`src/rtl/bgp_pkg.sv`:
```
// Constants, field layouts and carrier types of the backup pin unit.
// Assumes a single 200 MHz core clock and a 32.768 kHz reference pin.
`default_nettype none

package bgp_pkg;

  // Pin counts
  localparam int N_OUT = 4;
  localparam int N_BIDIR = 7;
  localparam int N_PIN = 11;
  localparam int AUX_IDX = 2;

  // Register byte offsets
  localparam logic [7:0] OFF_DIR = 8'h00;
  localparam logic [7:0] OFF_OUT = 8'h04;
  localparam logic [7:0] OFF_IN = 8'h08;
  localparam logic [7:0] OFF_RISE_EN = 8'h0c;
  localparam logic [7:0] OFF_FALL_EN = 8'h10;
  localparam logic [7:0] OFF_RISE_FLG = 8'h14;
  localparam logic [7:0] OFF_FALL_FLG = 8'h18;
  localparam logic [7:0] OFF_FUNC = 8'h1c;
  localparam logic [7:0] OFF_CLKDIV = 8'h20;
  localparam logic [7:0] OFF_IRQ_EN0 = 8'h24;
  localparam logic [7:0] OFF_IRQ_EN1 = 8'h28;
  localparam logic [7:0] OFF_IRQ_FLG0 = 8'h2c;
  localparam logic [7:0] OFF_IRQ_FLG1 = 8'h30;

  // Reset values
  localparam logic [6:0] DIR_RST = 7'h7f;
  localparam logic [10:0] OUT_RST = 11'h000;
  localparam logic [12:0] CLKDIV_RST = 13'h0001;

  // Divider and PWM figures
  localparam int DIV_WIDTH = 13;
  localparam logic [12:0] DIV_MAX = 13'h1000;
  localparam int PWM_EXP_BASE = 4;
  localparam logic [15:0] PWM_IDLE_CNT = 16'hffff;

  // Pin-two function select codes
  localparam logic [1:0] SEL_GPIO = 2'h0;
  localparam logic [1:0] SEL_CLK = 2'h1;
  localparam logic [1:0] SEL_PWM = 2'h2;

  // Pin function register layout
  typedef struct packed {
    logic [15:0] period;
    logic [8:0] rsv_hi;
    logic [2:0] wexp;
    logic [1:0] rsv_lo;
    logic [1:0] sel;
  } bgp_func_t;

  // PWM phase
  typedef enum logic {PWM_LOW = 1'b0, PWM_HIGH = 1'b1} bgp_pwm_st_t;

endpackage

`default_nettype wire

```
`src/rtl/bgp_periph_div.sv`:
```
// Reference synchroniser and peripheral tick divider.
// Assumes the 32.768 kHz reference is asynchronous to the core clock.
`default_nettype none

module bgp_periph_div
  import bgp_pkg::*;
#(
  parameter int DIV_W = DIV_WIDTH
)
(
  // Clock and reset
  input wire logic core_clk_i,
  input wire logic rst_b_i,
  // Reference and divide value
  input wire logic ref_32k_i,
  input wire logic [DIV_W-1:0] div_val_i,
  // Outputs
  output logic clk32_lvl_o,
  output logic periph_tick_o
);

  // Divide value must reach 4096
  if (DIV_W < DIV_WIDTH)
  begin : g_chk
    $error("bgp_periph_div: DIV_W too small");
  end

  logic ref_s1_ff, ref_s2_ff, ref_s3_ff;
  logic [DIV_W-1:0] cnt_ff, nxt_cnt;
  logic tick_ff, nxt_tick;
  logic [DIV_W-1:0] div_eff;
  logic ref_rise;

  // Clamp divide value into 1..4096
  assign div_eff = (div_val_i == '0) ? DIV_W'(1) :
                   (div_val_i > DIV_W'(DIV_MAX)) ? DIV_W'(DIV_MAX) : div_val_i;
  assign ref_rise = ref_s2_ff & ~ref_s3_ff;

  // Count reference edges, one tick per divide value
  always_comb
  begin
    nxt_cnt = cnt_ff;
    nxt_tick = 1'b0;
    if (ref_rise)
    begin
      if (cnt_ff >= div_eff - DIV_W'(1))
      begin
        nxt_cnt = '0;
        nxt_tick = 1'b1;
      end
      else
      begin
        nxt_cnt = cnt_ff + DIV_W'(1);
      end
    end
  end

  // Registers
  always_ff @(posedge core_clk_i or negedge rst_b_i)
  begin
    if (!rst_b_i)
    begin
      ref_s1_ff <= 1'b0;
      ref_s2_ff <= 1'b0;
      ref_s3_ff <= 1'b0;
      cnt_ff <= '0;
      tick_ff <= 1'b0;
    end
    else
    begin
      ref_s1_ff <= ref_32k_i;
      ref_s2_ff <= ref_s1_ff;
      ref_s3_ff <= ref_s2_ff;
      cnt_ff <= nxt_cnt;
      tick_ff <= nxt_tick;
    end
  end

  assign clk32_lvl_o = ref_s2_ff;
  assign periph_tick_o = tick_ff;
endmodule

`default_nettype wire

```
`src/rtl/bgp_unit.sv`:
```
// Backup pin unit: direction, drive, filtered sampling, edge flags, pin-two clock or PWM,
// interrupt combiner, reached as an AHB-Lite slave.
// Assumes calendar and host events are one-cycle pulses in the core clock domain.
`default_nettype none

module bgp_unit
  import bgp_pkg::*;
#(
  parameter logic [N_BIDIR-1:0] OD_MASK = 7'h00
)
(
  // Clock and reset
  input wire logic core_clk_i,
  input wire logic rst_b_i,
  // AHB-Lite slave
  input wire logic hsel_i,
  input wire logic [31:0] haddr_i,
  input wire logic [1:0] htrans_i,
  input wire logic hwrite_i,
  input wire logic [2:0] hsize_i,
  input wire logic [31:0] hwdata_i,
  input wire logic hready_i,
  output logic [31:0] hrdata_o,
  output logic hreadyout_o,
  output logic hresp_o,
  // Reference clock pin
  input wire logic ref_32k_i,
  // Pins
  output logic [N_OUT-1:0] output_only_pin_o,
  input wire logic [N_BIDIR-1:0] bidir_pin_i,
  output logic [N_BIDIR-1:0] bidir_pin_o,
  output logic [N_BIDIR-1:0] bidir_pin_oe_o,
  // Combiner sources and output
  input wire logic [6:0] host_evt_i,
  input wire logic [7:0] cal_evt_i,
  output logic combined_irq_out_o
);

  // Bus data phase state
  logic dp_valid_ff, nxt_dp_valid;
  logic dp_write_ff, nxt_dp_write;
  logic [7:0] dp_addr_ff, nxt_dp_addr;
  logic wr_en;

  // Software registers
  logic [N_BIDIR-1:0] dir_ff, nxt_dir;
  logic [N_PIN-1:0] out_ff, nxt_out;
  logic [N_BIDIR-1:0] rise_en_ff, nxt_rise_en;
  logic [N_BIDIR-1:0] fall_en_ff, nxt_fall_en;
  logic [N_BIDIR-1:0] rise_flg_ff, nxt_rise_flg;
  logic [N_BIDIR-1:0] fall_flg_ff, nxt_fall_flg;
  bgp_func_t func_ff, nxt_func;
  logic [DIV_WIDTH-1:0] clkdiv_ff, nxt_clkdiv;
  logic [7:0] irq_en0_ff, nxt_irq_en0;
  logic [7:0] irq_en1_ff, nxt_irq_en1;
  logic [7:0] irq_flg0_ff, nxt_irq_flg0;
  logic [7:0] irq_flg1_ff, nxt_irq_flg1;

  // Input path state
  logic [N_BIDIR-1:0] pin_s1_ff, pin_s2_ff;
  logic [N_BIDIR-1:0] samp_ff, nxt_samp;
  logic [N_BIDIR-1:0] filt_ff, nxt_filt;
  logic [N_BIDIR-1:0] rise_evt, fall_evt;
  logic pin_irq;

  // PWM state
  logic [15:0] pwm_cnt_ff, nxt_pwm_cnt;
  bgp_pwm_st_t pwm_st_ff, nxt_pwm_st;
  logic [15:0] pwm_width;

  // Pin drive state
  logic [N_OUT-1:0] oo_drv_ff, nxt_oo_drv;
  logic [N_BIDIR-1:0] bd_o_ff, nxt_bd_o;
  logic [N_BIDIR-1:0] bd_oe_ff, nxt_bd_oe;

  // Divider outputs
  logic clk32_lvl;
  logic periph_tick;

  // Write strobe decode for one register
  function automatic logic reg_wr(input logic en, input logic [7:0] addr, input logic [7:0] off);
    reg_wr = en && (addr == off);
  endfunction

  // Peripheral clock divider
  bgp_periph_div #(
    .DIV_W(DIV_WIDTH)
  ) u_div (
    .core_clk_i(core_clk_i),
    .rst_b_i(rst_b_i),
    .ref_32k_i(ref_32k_i),
    .div_val_i(clkdiv_ff),
    .clk32_lvl_o(clk32_lvl),
    .periph_tick_o(periph_tick)
  );

  // Bus address phase capture; always ready, always OKAY
  always_comb
  begin
    nxt_dp_valid = hsel_i && hready_i && htrans_i[1];
    nxt_dp_write = hwrite_i;
    nxt_dp_addr = {haddr_i[7:2], 2'b00};
  end

  assign wr_en = dp_valid_ff && dp_write_ff;
  assign hreadyout_o = 1'b1;
  assign hresp_o = 1'b0;

  always_ff @(posedge core_clk_i or negedge rst_b_i)
  begin
    if (!rst_b_i)
    begin
      dp_valid_ff <= 1'b0;
      dp_write_ff <= 1'b0;
      dp_addr_ff <= 8'h00;
    end
    else
    begin
      dp_valid_ff <= nxt_dp_valid;
      dp_write_ff <= nxt_dp_write;
      dp_addr_ff <= nxt_dp_addr;
    end
  end

  // Input synchroniser, anti-chatter filter and edge detect
  always_comb
  begin
    nxt_samp = samp_ff;
    nxt_filt = filt_ff;
    if (periph_tick)
    begin
      nxt_samp = pin_s2_ff;
      nxt_filt = (pin_s2_ff & ~(pin_s2_ff ^ samp_ff)) | (filt_ff & (pin_s2_ff ^ samp_ff));
    end
    rise_evt = dir_ff & nxt_filt & ~filt_ff;
    fall_evt = dir_ff & ~nxt_filt & filt_ff;
  end

  always_ff @(posedge core_clk_i or negedge rst_b_i)
  begin
    if (!rst_b_i)
    begin
      pin_s1_ff <= '0;
      pin_s2_ff <= '0;
      samp_ff <= '0;
      filt_ff <= '0;
    end
    else
    begin
      pin_s1_ff <= bidir_pin_i;
      pin_s2_ff <= pin_s1_ff;
      samp_ff <= nxt_samp;
      filt_ff <= nxt_filt;
    end
  end

  // Pin interrupt from enabled pending flags
  assign pin_irq = |((rise_flg_ff & rise_en_ff) | (fall_flg_ff & fall_en_ff));

  // Register writes; hardware set wins over write-one clear
  always_comb
  begin
    nxt_dir = dir_ff;
    nxt_out = out_ff;
    nxt_rise_en = rise_en_ff;
    nxt_fall_en = fall_en_ff;
    nxt_func = func_ff;
    nxt_clkdiv = clkdiv_ff;
    nxt_irq_en0 = irq_en0_ff;
    nxt_irq_en1 = irq_en1_ff;
    nxt_rise_flg = rise_flg_ff;
    nxt_fall_flg = fall_flg_ff;
    nxt_irq_flg0 = irq_flg0_ff;
    nxt_irq_flg1 = irq_flg1_ff;
    if (reg_wr(wr_en, dp_addr_ff, OFF_DIR))
      nxt_dir = hwdata_i[N_BIDIR-1:0];
    if (reg_wr(wr_en, dp_addr_ff, OFF_OUT))
      nxt_out = hwdata_i[N_PIN-1:0];
    if (reg_wr(wr_en, dp_addr_ff, OFF_RISE_EN))
      nxt_rise_en = hwdata_i[N_BIDIR-1:0];
    if (reg_wr(wr_en, dp_addr_ff, OFF_FALL_EN))
      nxt_fall_en = hwdata_i[N_BIDIR-1:0];
    if (reg_wr(wr_en, dp_addr_ff, OFF_FUNC))
    begin
      nxt_func = bgp_func_t'(hwdata_i);
      nxt_func.rsv_hi = '0;
      nxt_func.rsv_lo = '0;
    end
    if (reg_wr(wr_en, dp_addr_ff, OFF_CLKDIV))
      nxt_clkdiv = hwdata_i[DIV_WIDTH-1:0];
    if (reg_wr(wr_en, dp_addr_ff, OFF_IRQ_EN0))
      nxt_irq_en0 = hwdata_i[7:0];
    if (reg_wr(wr_en, dp_addr_ff, OFF_IRQ_EN1))
      nxt_irq_en1 = hwdata_i[7:0];
    if (reg_wr(wr_en, dp_addr_ff, OFF_RISE_FLG))
      nxt_rise_flg = rise_flg_ff & ~hwdata_i[N_BIDIR-1:0];
    if (reg_wr(wr_en, dp_addr_ff, OFF_FALL_FLG))
      nxt_fall_flg = fall_flg_ff & ~hwdata_i[N_BIDIR-1:0];
    if (reg_wr(wr_en, dp_addr_ff, OFF_IRQ_FLG0))
      nxt_irq_flg0 = irq_flg0_ff & ~hwdata_i[7:0];
    if (reg_wr(wr_en, dp_addr_ff, OFF_IRQ_FLG1))
      nxt_irq_flg1 = irq_flg1_ff & ~hwdata_i[7:0];
    nxt_rise_flg = nxt_rise_flg | rise_evt;
    nxt_fall_flg = nxt_fall_flg | fall_evt;
    nxt_irq_flg0 = nxt_irq_flg0 | {host_evt_i, pin_irq};
    nxt_irq_flg1 = nxt_irq_flg1 | cal_evt_i;
  end

  always_ff @(posedge core_clk_i or negedge rst_b_i)
  begin
    if (!rst_b_i)
    begin
      dir_ff <= DIR_RST;
      out_ff <= OUT_RST;
      rise_en_ff <= '0;
      fall_en_ff <= '0;
      rise_flg_ff <= '0;
      fall_flg_ff <= '0;
      func_ff <= '0;
      clkdiv_ff <= CLKDIV_RST;
      irq_en0_ff <= 8'h00;
      irq_en1_ff <= 8'h00;
      irq_flg0_ff <= 8'h00;
      irq_flg1_ff <= 8'h00;
    end
    else
    begin
      dir_ff <= nxt_dir;
      out_ff <= nxt_out;
      rise_en_ff <= nxt_rise_en;
      fall_en_ff <= nxt_fall_en;
      rise_flg_ff <= nxt_rise_flg;
      fall_flg_ff <= nxt_fall_flg;
      func_ff <= nxt_func;
      clkdiv_ff <= nxt_clkdiv;
      irq_en0_ff <= nxt_irq_en0;
      irq_en1_ff <= nxt_irq_en1;
      irq_flg0_ff <= nxt_irq_flg0;
      irq_flg1_ff <= nxt_irq_flg1;
    end
  end

  // Combined interrupt line
  assign combined_irq_out_o = |(irq_flg0_ff & irq_en0_ff) | |(irq_flg1_ff & irq_en1_ff);

  // PWM counter stepped on peripheral ticks; phase set each cycle from counter and width
  assign pwm_width = 16'(16'h0001 << ({1'b0, func_ff.wexp} + 4'(PWM_EXP_BASE)));

  always_comb
  begin
    nxt_pwm_cnt = pwm_cnt_ff;
    nxt_pwm_st = pwm_st_ff;
    if (func_ff.sel != SEL_PWM || func_ff.period == 16'h0000)
    begin
      nxt_pwm_cnt = PWM_IDLE_CNT;
      nxt_pwm_st = PWM_LOW;
    end
    else if (periph_tick)
    begin
      if (pwm_cnt_ff >= func_ff.period - 16'h0001)
        nxt_pwm_cnt = 16'h0000;
      else
        nxt_pwm_cnt = pwm_cnt_ff + 16'h0001;
    end
    // Phase follows the live width every cycle, so a narrowed width cuts a high at once
    nxt_pwm_st = (nxt_pwm_cnt < pwm_width) ? PWM_HIGH : PWM_LOW;
  end

  always_ff @(posedge core_clk_i or negedge rst_b_i)
  begin
    if (!rst_b_i)
    begin
      pwm_cnt_ff <= PWM_IDLE_CNT;
      pwm_st_ff <= PWM_LOW;
    end
    else
    begin
      pwm_cnt_ff <= nxt_pwm_cnt;
      pwm_st_ff <= nxt_pwm_st;
    end
  end

  // Pin drive: output-only pins, pin-two function, bidirectional pins
  always_comb
  begin
    nxt_oo_drv = out_ff[N_OUT-1:0];
    unique case (func_ff.sel)
      SEL_CLK: nxt_oo_drv[AUX_IDX] = clk32_lvl;
      SEL_PWM:
      begin
        unique case (pwm_st_ff)
          PWM_HIGH: nxt_oo_drv[AUX_IDX] = 1'b1;
          PWM_LOW: nxt_oo_drv[AUX_IDX] = 1'b0;
        endcase
      end
      default: nxt_oo_drv[AUX_IDX] = out_ff[AUX_IDX];
    endcase
    nxt_bd_o = out_ff[N_PIN-1:N_OUT] & ~OD_MASK;
    nxt_bd_oe = ~dir_ff & (~OD_MASK | ~out_ff[N_PIN-1:N_OUT]);
  end

  always_ff @(posedge core_clk_i or negedge rst_b_i)
  begin
    if (!rst_b_i)
    begin
      oo_drv_ff <= '0;
      bd_o_ff <= '0;
      bd_oe_ff <= '0;
    end
    else
    begin
      oo_drv_ff <= nxt_oo_drv;
      bd_o_ff <= nxt_bd_o;
      bd_oe_ff <= nxt_bd_oe;
    end
  end

  assign output_only_pin_o = oo_drv_ff;
  assign bidir_pin_o = bd_o_ff;
  assign bidir_pin_oe_o = bd_oe_ff;

  // Read mux for the data phase; unmapped reads as zero
  always_comb
  begin
    hrdata_o = 32'h0000_0000;
    if (dp_valid_ff && !dp_write_ff)
    begin
      unique case (dp_addr_ff)
        OFF_DIR: hrdata_o[N_BIDIR-1:0] = dir_ff;
        OFF_OUT: hrdata_o[N_PIN-1:0] = out_ff;
        OFF_IN:
        begin
          hrdata_o[N_OUT-1:0] = oo_drv_ff;
          hrdata_o[N_PIN-1:N_OUT] = (dir_ff & filt_ff) | (~dir_ff & OD_MASK & pin_s2_ff) |
                                     (~dir_ff & ~OD_MASK & out_ff[N_PIN-1:N_OUT]);
        end
        OFF_RISE_EN: hrdata_o[N_BIDIR-1:0] = rise_en_ff;
        OFF_FALL_EN: hrdata_o[N_BIDIR-1:0] = fall_en_ff;
        OFF_RISE_FLG: hrdata_o[N_BIDIR-1:0] = rise_flg_ff;
        OFF_FALL_FLG: hrdata_o[N_BIDIR-1:0] = fall_flg_ff;
        OFF_FUNC: hrdata_o = func_ff;
        OFF_CLKDIV: hrdata_o[DIV_WIDTH-1:0] = clkdiv_ff;
        OFF_IRQ_EN0: hrdata_o[7:0] = irq_en0_ff;
        OFF_IRQ_EN1: hrdata_o[7:0] = irq_en1_ff;
        OFF_IRQ_FLG0: hrdata_o[7:0] = irq_flg0_ff;
        OFF_IRQ_FLG1: hrdata_o[7:0] = irq_flg1_ff;
        default: hrdata_o = 32'h0000_0000;
      endcase
    end
  end
endmodule

`default_nettype wire

```
`config.mk`:
```
export PLATFORM = sky130hd
export DESIGN_NAME = bgp_unit
export DESIGN_NICKNAME = d
export VERILOG_FILES = /design/src/rtl/bgp_pkg.sv /design/src/rtl/bgp_periph_div.sv /design/src/rtl/bgp_unit.sv
export SDC_FILE = /design/constraint.sdc
export NUM_CORES = 1
export LEC_CHECK = 0
export BUFFER_PORTS_ARGS = -buffer_cell sky130_fd_sc_hd__buf_2
export CORE_MARGIN = 4
export CORE_UTILIZATION = 31
export CTS_BUF_LIST = sky130_fd_sc_hd__clkbuf_4 sky130_fd_sc_hd__clkbuf_8
export DETAILED_ROUTE_END_ITERATION = 10
export HOLD_SLACK_MARGIN = 0.05
export SYNTH_ARGS = -nofsm -noshare
export SYNTH_HDL_FRONTEND = slang
export SYNTH_SLANG_ARGS = --single-unit
```
`constraint.sdc`:
```
create_clock -name core_clk_i -period 3.9 [get_ports core_clk_i]
set_input_delay 0.585 -clock core_clk_i [delete_from_list [all_inputs] [get_ports core_clk_i]]
set_output_delay 0.585 -clock core_clk_i [all_outputs]
set_load 0.01 [all_outputs]
```
==> flow_summary.json, run 1 <==
{
  "routabilityCongestion": 0.934,
  "ys.flop_type": "dfrtp_1",
  "dp_hpwl_um": 22900,
  "register_area_um2": 5030,
  "cts_buffers": 17,
  "syn-instance-count": 968,
  "dieArea_um2": 36900,
  "synth_adder_area_share_pct": 5.95,
  "h-tree-depth": 4,
  "maxCapViolCount": 0,
  "fill_cells": 3318,
  "area_delta_synth_final_pct": 21.2,
  "slew_headroom_pct": 40.8,
  "leakage_nw": 5.62,
  "synth_compound_area_share_pct": 13.5,
  "crit_end": "pwm_st_ff$_DFF_PN0_",
  "synth_edf_count": 0,
  "p_per_area_nw_per_um2": 329,
  "vias_per_cell": 5.28,
  "finalClockSkew_ns": 0.0169,
  "port_buffers": 111,
  "rr_worst_depth": 19,
  "antenna_found_initial": 0,
  "core_um2": 33500,
  "grt_pass1_wl_um": 48300,
  "drc": 0,
  "placedCellCount": 1562,
  "globalRouteOverflowTotal": 0,
  "reg2reg_from": "func_ff[18]$_DFFE_PN0P_",
  "clk_latency_ns": 0.49,
  "status": "finished, violations left",
  "wl_met3_um": 1770,
  "violations": "negative setup slack",
  "grt_max_degree": 107,
  "hold_viol_final": 0,
  "worst_slew_pin_slew_ns": 0.888,
  "worstSetupStartpointType": "flip-flop",
  "synth_top_family_by_area": "simple AND/OR/NAND/NOR gates",
  "cts_sinks": 200,
  "hold_path.class": "input port to asynchronous set/reset pin",
  "slew_viol_final": 0,
  "crit_type": "flip-flop to flip-flop",
  "synthArstFlopShare_pct": 100,
  "crit_family": "simple AND/OR/NAND/NOR gates",
  "io_pins": 150,
  "syn_area_per_cell_um2": 10.9,
  "synth_top_area_share_pct": 41.9,
  "critPathMaxStageDelay_ns": 0.41,
  "fmax_mhz": 236,
  "stdcell_count": 1601,
  "die-height_um": 192,
  "initial_core_util_pct": 31.3,
  "wl_met2_um": 14400,
  "finalCritPeriodShare_pct": 109,
  "drt_wl_total_um": 31100,
  "synthTopCellsByArea": "dfrtp_1 42%, mux2_2 7.8%, dfstp_2 6.0%",
  "netlist_area_um2": 10500,
  "startpoint": "func_ff[18]$_DFFE_PN0P_",
  "top_layer": "met4",
  "num_vias": 8460,
  "synth-xor-area-share_pct": 3.42,
  "ant_nets": 0,
  "cp_cell_sequence": "nor4_2 -> buf_4 -> nand3b_1 -> or2_4 -> nor4_4 -> xnor2_1 -> ha_1 -> nand4_1 -> a211oi_2 -> nor3_2 -> a31oi_4 -> buf_6 -> o21ai_4 -> ha_4 -> a21o_1 -> a2111oi_4 -> buf_4 -> nor4_4 -> nor3_2",
  "multi_input_area_um2": 5410,
  "drive_gt1_share_pct": 33.2,
  "cts_tree": "yes",
  "crit_path_end_kind": "flip-flop",
  "setup_ws_ns": -0.343,
  "crit_cells": 19,
  "cp_max_fo": 5,
  "routedWlPerCell_um": 19.4,
  "first_global_vias": 8531,
  "yosys.area_share.simple_pct": 15.6,
  "ys_ff_latch": 200,
  "clockRootBuffer": "clkbuf_8",
  "place_ws_ns": -0.643,
  "wl_met1_um": 14300,
  "post-synth-top-area-cell": "dfrtp_1",
  "rows": 67,
  "arrival_ns": 4.65,
  "fin_hold_ws_ns": 0.140,
  "synth_cell_types": 70,
  "dr.first_iter.drc_count": 671,
  "synth_mux_area_share_pct": 10.3,
  "cpMaxStageDelayCell": "dfrtp_1",
  "cts_buffer_depth": 2,
  "dr.pass1.iters": 5,
  "synth.yosys.warnings": 0,
  "layout_min_cycle_time_ns": 4.24,
  "grt_use_total_pct": 16.8,
  "fp.dieW_um": 192,
  "ys_seq_area_share_pct": 47.9,
  "crit_required_ns": 4.31,
  "reg2reg_to": "pwm_st_ff$_DFF_PN0_",
  "regToRegSetupSlack_ns": -0.34,
  "rsz0062_at_grt": "yes",
  "clk_pin_slew_worst_paths_ns": 0.11,
  "cp_num_buf_inv": 3,
  "nNetsFinal": 1286,
  "vdd_drop_max_mv": 0.204,
  "setup_viol": 1
}
-- per-stage QoR --
stage | utilization (%) | area (um^2) | setup TNS (ns) | total power, mW
after global routing | 38.0 | 12700 | -0.583 | 4.38
after floorplan | - | 10600 | 0 | 2.48
after global placement | 35.8 | 12000 | -1.72 | 2.67
after detailed placement | 35.8 | 12000 | -1.90 | 2.69
final | 38.0 | 12700 | -0.343 | 4.20
after CTS | 37.4 | 12500 | -0.315 | 4.23
-- worst register-to-register path: stages (launching register included) --
cell	delay (ns)
dfrtp_1	0.41
nor4_2	0.30
buf_4	0.16
nand3b_1	0.13
or2_4	0.28
nor4_4	0.23
xnor2_1	0.11
ha_1	0.31
nand4_1	0.18
a211oi_2	0.08
nor3_2	0.32
a31oi_4	0.20
buf_6	0.17
o21ai_4	0.16
ha_4	0.23
a21o_1	0.19
a2111oi_4	0.33
buf_4	0.18
nor4_4	0.03
nor3_2	0.17
-- state kept, by name (all words and copies together) (netlist names), 8 cells and up --
register      cells
irq_flg1_ff       8
func_ff          21
pwm_cnt_ff       16
irq_en0_ff        8
irq_en1_ff        8
out_ff           11
clkdiv_ff        13
irq_flg0_ff       8
u_div.cnt_ff     13
-- worst min-delay path by stage --
stage / cells after the start / slack, ns / endpoint
finish: 1 / 0.14 / bidir_pin_o[3]$_DFF_PN0_
global route: 1 / 0.16 / pin_s1_ff[1]$_DFF_PN0_
detailed placement: 0 / 0.34 / pin_s2_ff[0]$_DFF_PN0_
CTS: 1 / 0.16 / pin_s1_ff[1]$_DFF_PN0_
floorplan: 0 / 0.29 / bidir_pin_o[0]$_DFF_PN0_
global placement: 0 / 0.33 / pin_s2_ff[0]$_DFF_PN0_
-- cells in the mapped netlist (19+ instances only) --
cell type    n
ha_1        50
dfstp_2     24
and3_1      22
inv_1       32
dfrtp_1    176
nand3_1     26
nor2_1      48
nand2_1     74
clkbuf_1    25
nor4_1      19
xnor2_1     25
o21ai_0     66
a21oi_1     26
mux2_2      73
nor3_1      23
nand4_1     22
-- cells by family (layout without fill, tap and decap cells) --
| group | after synthesis | after routing |
|---|---|---|
| xor+xnor | 41 | 41 |
| fa+ha+maj | 50 | 50 |
| flops | 200 | 200 |
| simple gates | 294 | 294 |
| other cells | 2 | 13 |
| buf+inv | 78 | 251 |
| compound gates | 210 | 211 |
| mux | 93 | 93 |
-- timing repair --
action / 4_1_cts / 5_1_grt
resized for setup: 11 / 44
pin swaps: 6 / 36
hold buffers: 0 / 0
gates cloned: 0 / 1
buffers inserted: 2 / 5
endpoints found under the setup margin: 11 / 13
hold endpoints to repair: 0 / 0
-- layout by cell type, fill, tap and decap left out, types with 8 or more instances in the layout --
cell / netlist / layout
ha_1: 50 / 47
buf_2: 12 / 110
dfstp_2: 24 / 24
nor2_1: 48 / 46
nand3_1: 26 / 26
inv_1: 32 / 32
o21ai_0: 66 / 51
buf_4: 5 / 73
a221oi_1: 15 / 14
mux2i_1: 9 / 9
o21ai_1: 1 / 8
xor2_1: 16 / 16
a222oi_1: 8 / 8
mux2_2: 73 / 73
a22oi_1: 12 / 12
nor4_1: 19 / 15
clkbuf_8: 0 / 20
a31oi_1: 10 / 9
nor2b_1: 9 / 9
dfrtp_1: 176 / 176
conb_1: 2 / 12
a22o_1: 18 / 18
nand4_1: 22 / 22
nand2_1: 74 / 74
and3_1: 22 / 22
a21oi_1: 26 / 23
nor3_1: 23 / 20
a21o_1: 16 / 16
nand2b_1: 10 / 10
o2bb2ai_1: 8 / 8
xnor2_1: 25 / 25
mux2_4: 10 / 10
-- area by class of cell --
type                    count  share of cell area (%)
diodes                      1                  0.0196
clock buffers              19                    2.05
clock inverters            13                    1.59
inverters                  32                   0.942
multi-input cells         701                    42.4
flip-flops and latches    200                    39.5
well taps                 448                    4.40
repair buffers            187                    9.06
-- report_power, final --
part           switching, mW  total (mW)  internal (mW)
clock                  0.831        1.53          0.703
combinational          0.243       0.423          0.180
sequential            0.0909        2.24           2.15
total                   1.16        4.20           3.03
-- metal layers --
metal | vias to the layer above | track usage, %
li1 | 3913 | -
met5 | - | 0
met1 | 4214 | 23.6
met2 | 291 | 26.9
met3 | 42 | 2.87
met4 | 0 | 4.44
No activity file was read; power rests on OpenSTA's default activity.
==> run 2: changes to the inputs <==
==> constraint.sdc (replaced) <==
create_clock -name core_clk_i -period 5 [get_ports core_clk_i]
set_input_delay 0.75 -clock core_clk_i [delete_from_list [all_inputs] [get_ports core_clk_i]]
set_output_delay 0.75 -clock core_clk_i [all_outputs]
set_load 0.01 [all_outputs]
==> flow_summary.json, run 2 (same netlist as run 1, synthesis figures left out) <==
{
  "status": "finished, final reports clean",
  "dieArea_um2": 36900,
  "p_int_mw": 2.23,
  "worst_slew_pin_slew_ns": 1.25,
  "cp_cell_sequence": "nor4_1 -> nand3b_1 -> or2_1 -> nor4_1 -> xnor2_1 -> ha_1 -> nand4_1 -> nor4_1 -> nand2_1 -> a31oi_2 -> o21ai_0 -> ha_1 -> a21o_1 -> a2111oi_2 -> nor4_1 -> nor3_1",
  "first_global_vias": 8062,
  "multi_input_area_um2": 5180,
  "arrival_ns": 4.94,
  "power_frac_comb_pct": 9.1,
  "io_pins": 150,
  "crit_path_end_kind": "flip-flop",
  "dr.first_iter.drc_count": 781,
  "crit_type": "flip-flop to flip-flop",
  "vias_per_cell": 5.25,
  "layout_common_cells": "176 x dfrtp_1, 110 x buf_2, 74 x nand2_1, 73 x mux2_2, 66 x o21ai_0",
  "path_common_cell": "nor4_1",
  "grt_max_degree": 111,
  "grt_use_total_pct": 16.1,
  "fill_cells": 3427,
  "p_per_area_nw_per_um2": 260,
  "power_frac_seq_pct": 56.4,
  "diodes": 0,
  "globalRouteOverflowTotal": 0,
  "fp.dieW_um": 192,
  "die-height_um": 192,
  "setup_viol": 0,
  "reg2reg_from": "func_ff[21]$_DFFE_PN0P_",
  "grt_pass1_wl_um": 46200,
  "reg2reg_to": "pwm_st_ff$_DFF_PN0_",
  "routedWlPerCell_um": 19.2,
  "core_um2": 33500,
  "clk_latency_ns": 0.49,
  "clockRootBuffer": "clkbuf_8",
  "drc": 0,
  "nNetsFinal": 1218,
  "routabilityCongestion": 0.925,
  "register_area_um2": 5030,
  "area_delta_synth_final_pct": 13.7,
  "top_register": "func_ff",
  "crit_required_ns": 5.41,
  "antenna_found_initial": 0,
  "fin_util_pct": 35.6,
  "vdd_drop_max_mv": 0.167,
  "hold_viol_final": 0,
  "top_regs": "func_ff x21, pwm_cnt_ff x16",
  "finalCritPeriodShare_pct": 90.5,
  "cts_sinks": 200,
  "leakage_nw": 5.23,
  "cts_buffer_depth": 2,
  "setup_tns_ns": 0,
  "drt_wl_total_um": 29500,
  "critPathMaxStageDelay_ns": 0.44,
  "ant_nets": 0,
  "slew_viol_final": 0,
  "hold_path.class": "input port to asynchronous set/reset pin",
  "clk_pin_slew_worst_paths_ns": 0.11,
  "cts_tree": "yes",
  "slew_headroom_pct": 15.6,
  "fin_hold_ws_ns": 0.265,
  "p_switching_mw": 0.886,
  "clkPwrFrac_pct": 34.5,
  "regToRegSetupSlack_ns": 0.47,
  "drive_gt1_share_pct": 26.4,
  "worstSetupStartpointType": "flip-flop",
  "largest_reg_flops": 21,
  "rsz0062_at_grt": "no",
  "cts_buffers": 17,
  "dp_hpwl_um": 21600,
  "initial_core_util_pct": 31.3,
  "maxCapViolCount": 0,
  "port_buffers": 111,
  "rows": 67,
  "dr.pass1.iters": 8,
  "swShare_pct": 28.5,
  "num_vias": 8047,
  "layout_min_cycle_time_ns": 4.53,
  "layout_commonest_cell": "dfrtp_1",
  "finalClockSkew_ns": 0.0209,
  "cp_max_fo": 6,
  "h-tree-depth": 4,
  "fmax_mhz": 221,
  "rr_worst_depth": 16,
  "cpMaxStageDelayCell": "dfrtp_1"
}
[run 2: cell count changes in the layout (fill, tap and decap cells not counted), moves of 3 or more]
cell,delta
a21oi_1,+3
a21oi_4,-3
buf_4,-65
ha_1,+3
nor3_1,+3
nor3_2,-3
nor4_1,+4
o21ai_0,+15
o21ai_1,-7
o21ai_2,-7
[run 2: metrics by stage]
step	instances	worst slack, ns	power, mW	area, um^2
floorplan	978	0.928	1.93	10500
global placement	1500	0.261	2.06	11500
detailed placement	1500	0.198	2.07	11500
CTS	1532	0.126	3.15	11900
global route	1532	0.104	3.26	11900
finish	1532	0.474	3.11	11900
[run 2: timing repair]
item,4_1_cts,5_1_grt
hold buffers,0,0
buffers inserted,0,0
gates resized for setup,0,3
setup endpoints to repair,0,1
[run 2: how the worst max path moves through the flow]
stage,start,endpoint
CTS,func_ff[21]$_DFFE_PN0P_,pwm_st_ff$_DFF_PN0_
finish,func_ff[21]$_DFFE_PN0P_,pwm_st_ff$_DFF_PN0_
detailed placement,func_ff[21]$_DFFE_PN0P_,pwm_st_ff$_DFF_PN0_
global placement,func_ff[21]$_DFFE_PN0P_,pwm_st_ff$_DFF_PN0_
floorplan,func_ff[23]$_DFFE_PN0P_,pwm_st_ff$_DFF_PN0_
global route,func_ff[21]$_DFFE_PN0P_,pwm_st_ff$_DFF_PN0_
[run 2: final cells by class]
cell class | count | share of cell area, %
Clock buffer | 18 | 2.07
Clock inverter | 14 | 1.31
Inverter | 32 | 1.01
Multi-Input combinational cell | 700 | 43.4
Sequential cell | 200 | 42.1
Tap cell | 448 | 4.69
Timing Repair Buffer | 120 | 5.39
[run 2: power groups by stage]
stage	clock network, mW	registers (mW)	logic, mW
2_1_floorplan	0	1.75	0.178
3_3_place_gp	0	1.78	0.275
3_5_place_dp	0	1.78	0.284
4_1_cts	1.11	1.76	0.285
5_1_grt	1.17	1.77	0.320
6_report	1.07	1.76	0.282
[run 2: critical path, delay by kind of cell (launching register included)]
| kind | cells | cell delay (ns) |
|---|---|---|
| and+or+nand+nor | 9 | 2.04 |
| xor gates and xnor gates | 1 | 0.12 |
| AOI/OAI and AO/OA | 4 | 1.18 |
| DFF | 1 | 0.44 |
| adders and majority gates | 2 | 0.67 |
[run 2: metal layers]
layer	up-vias	global-route usage, %	wire length [um]
li1	3771	-	-
met1	3983	22.8	13700
met2	266	25.5	13600
met3	27	2.62	1720
met4	0	4.20	415
met5	-	0	0
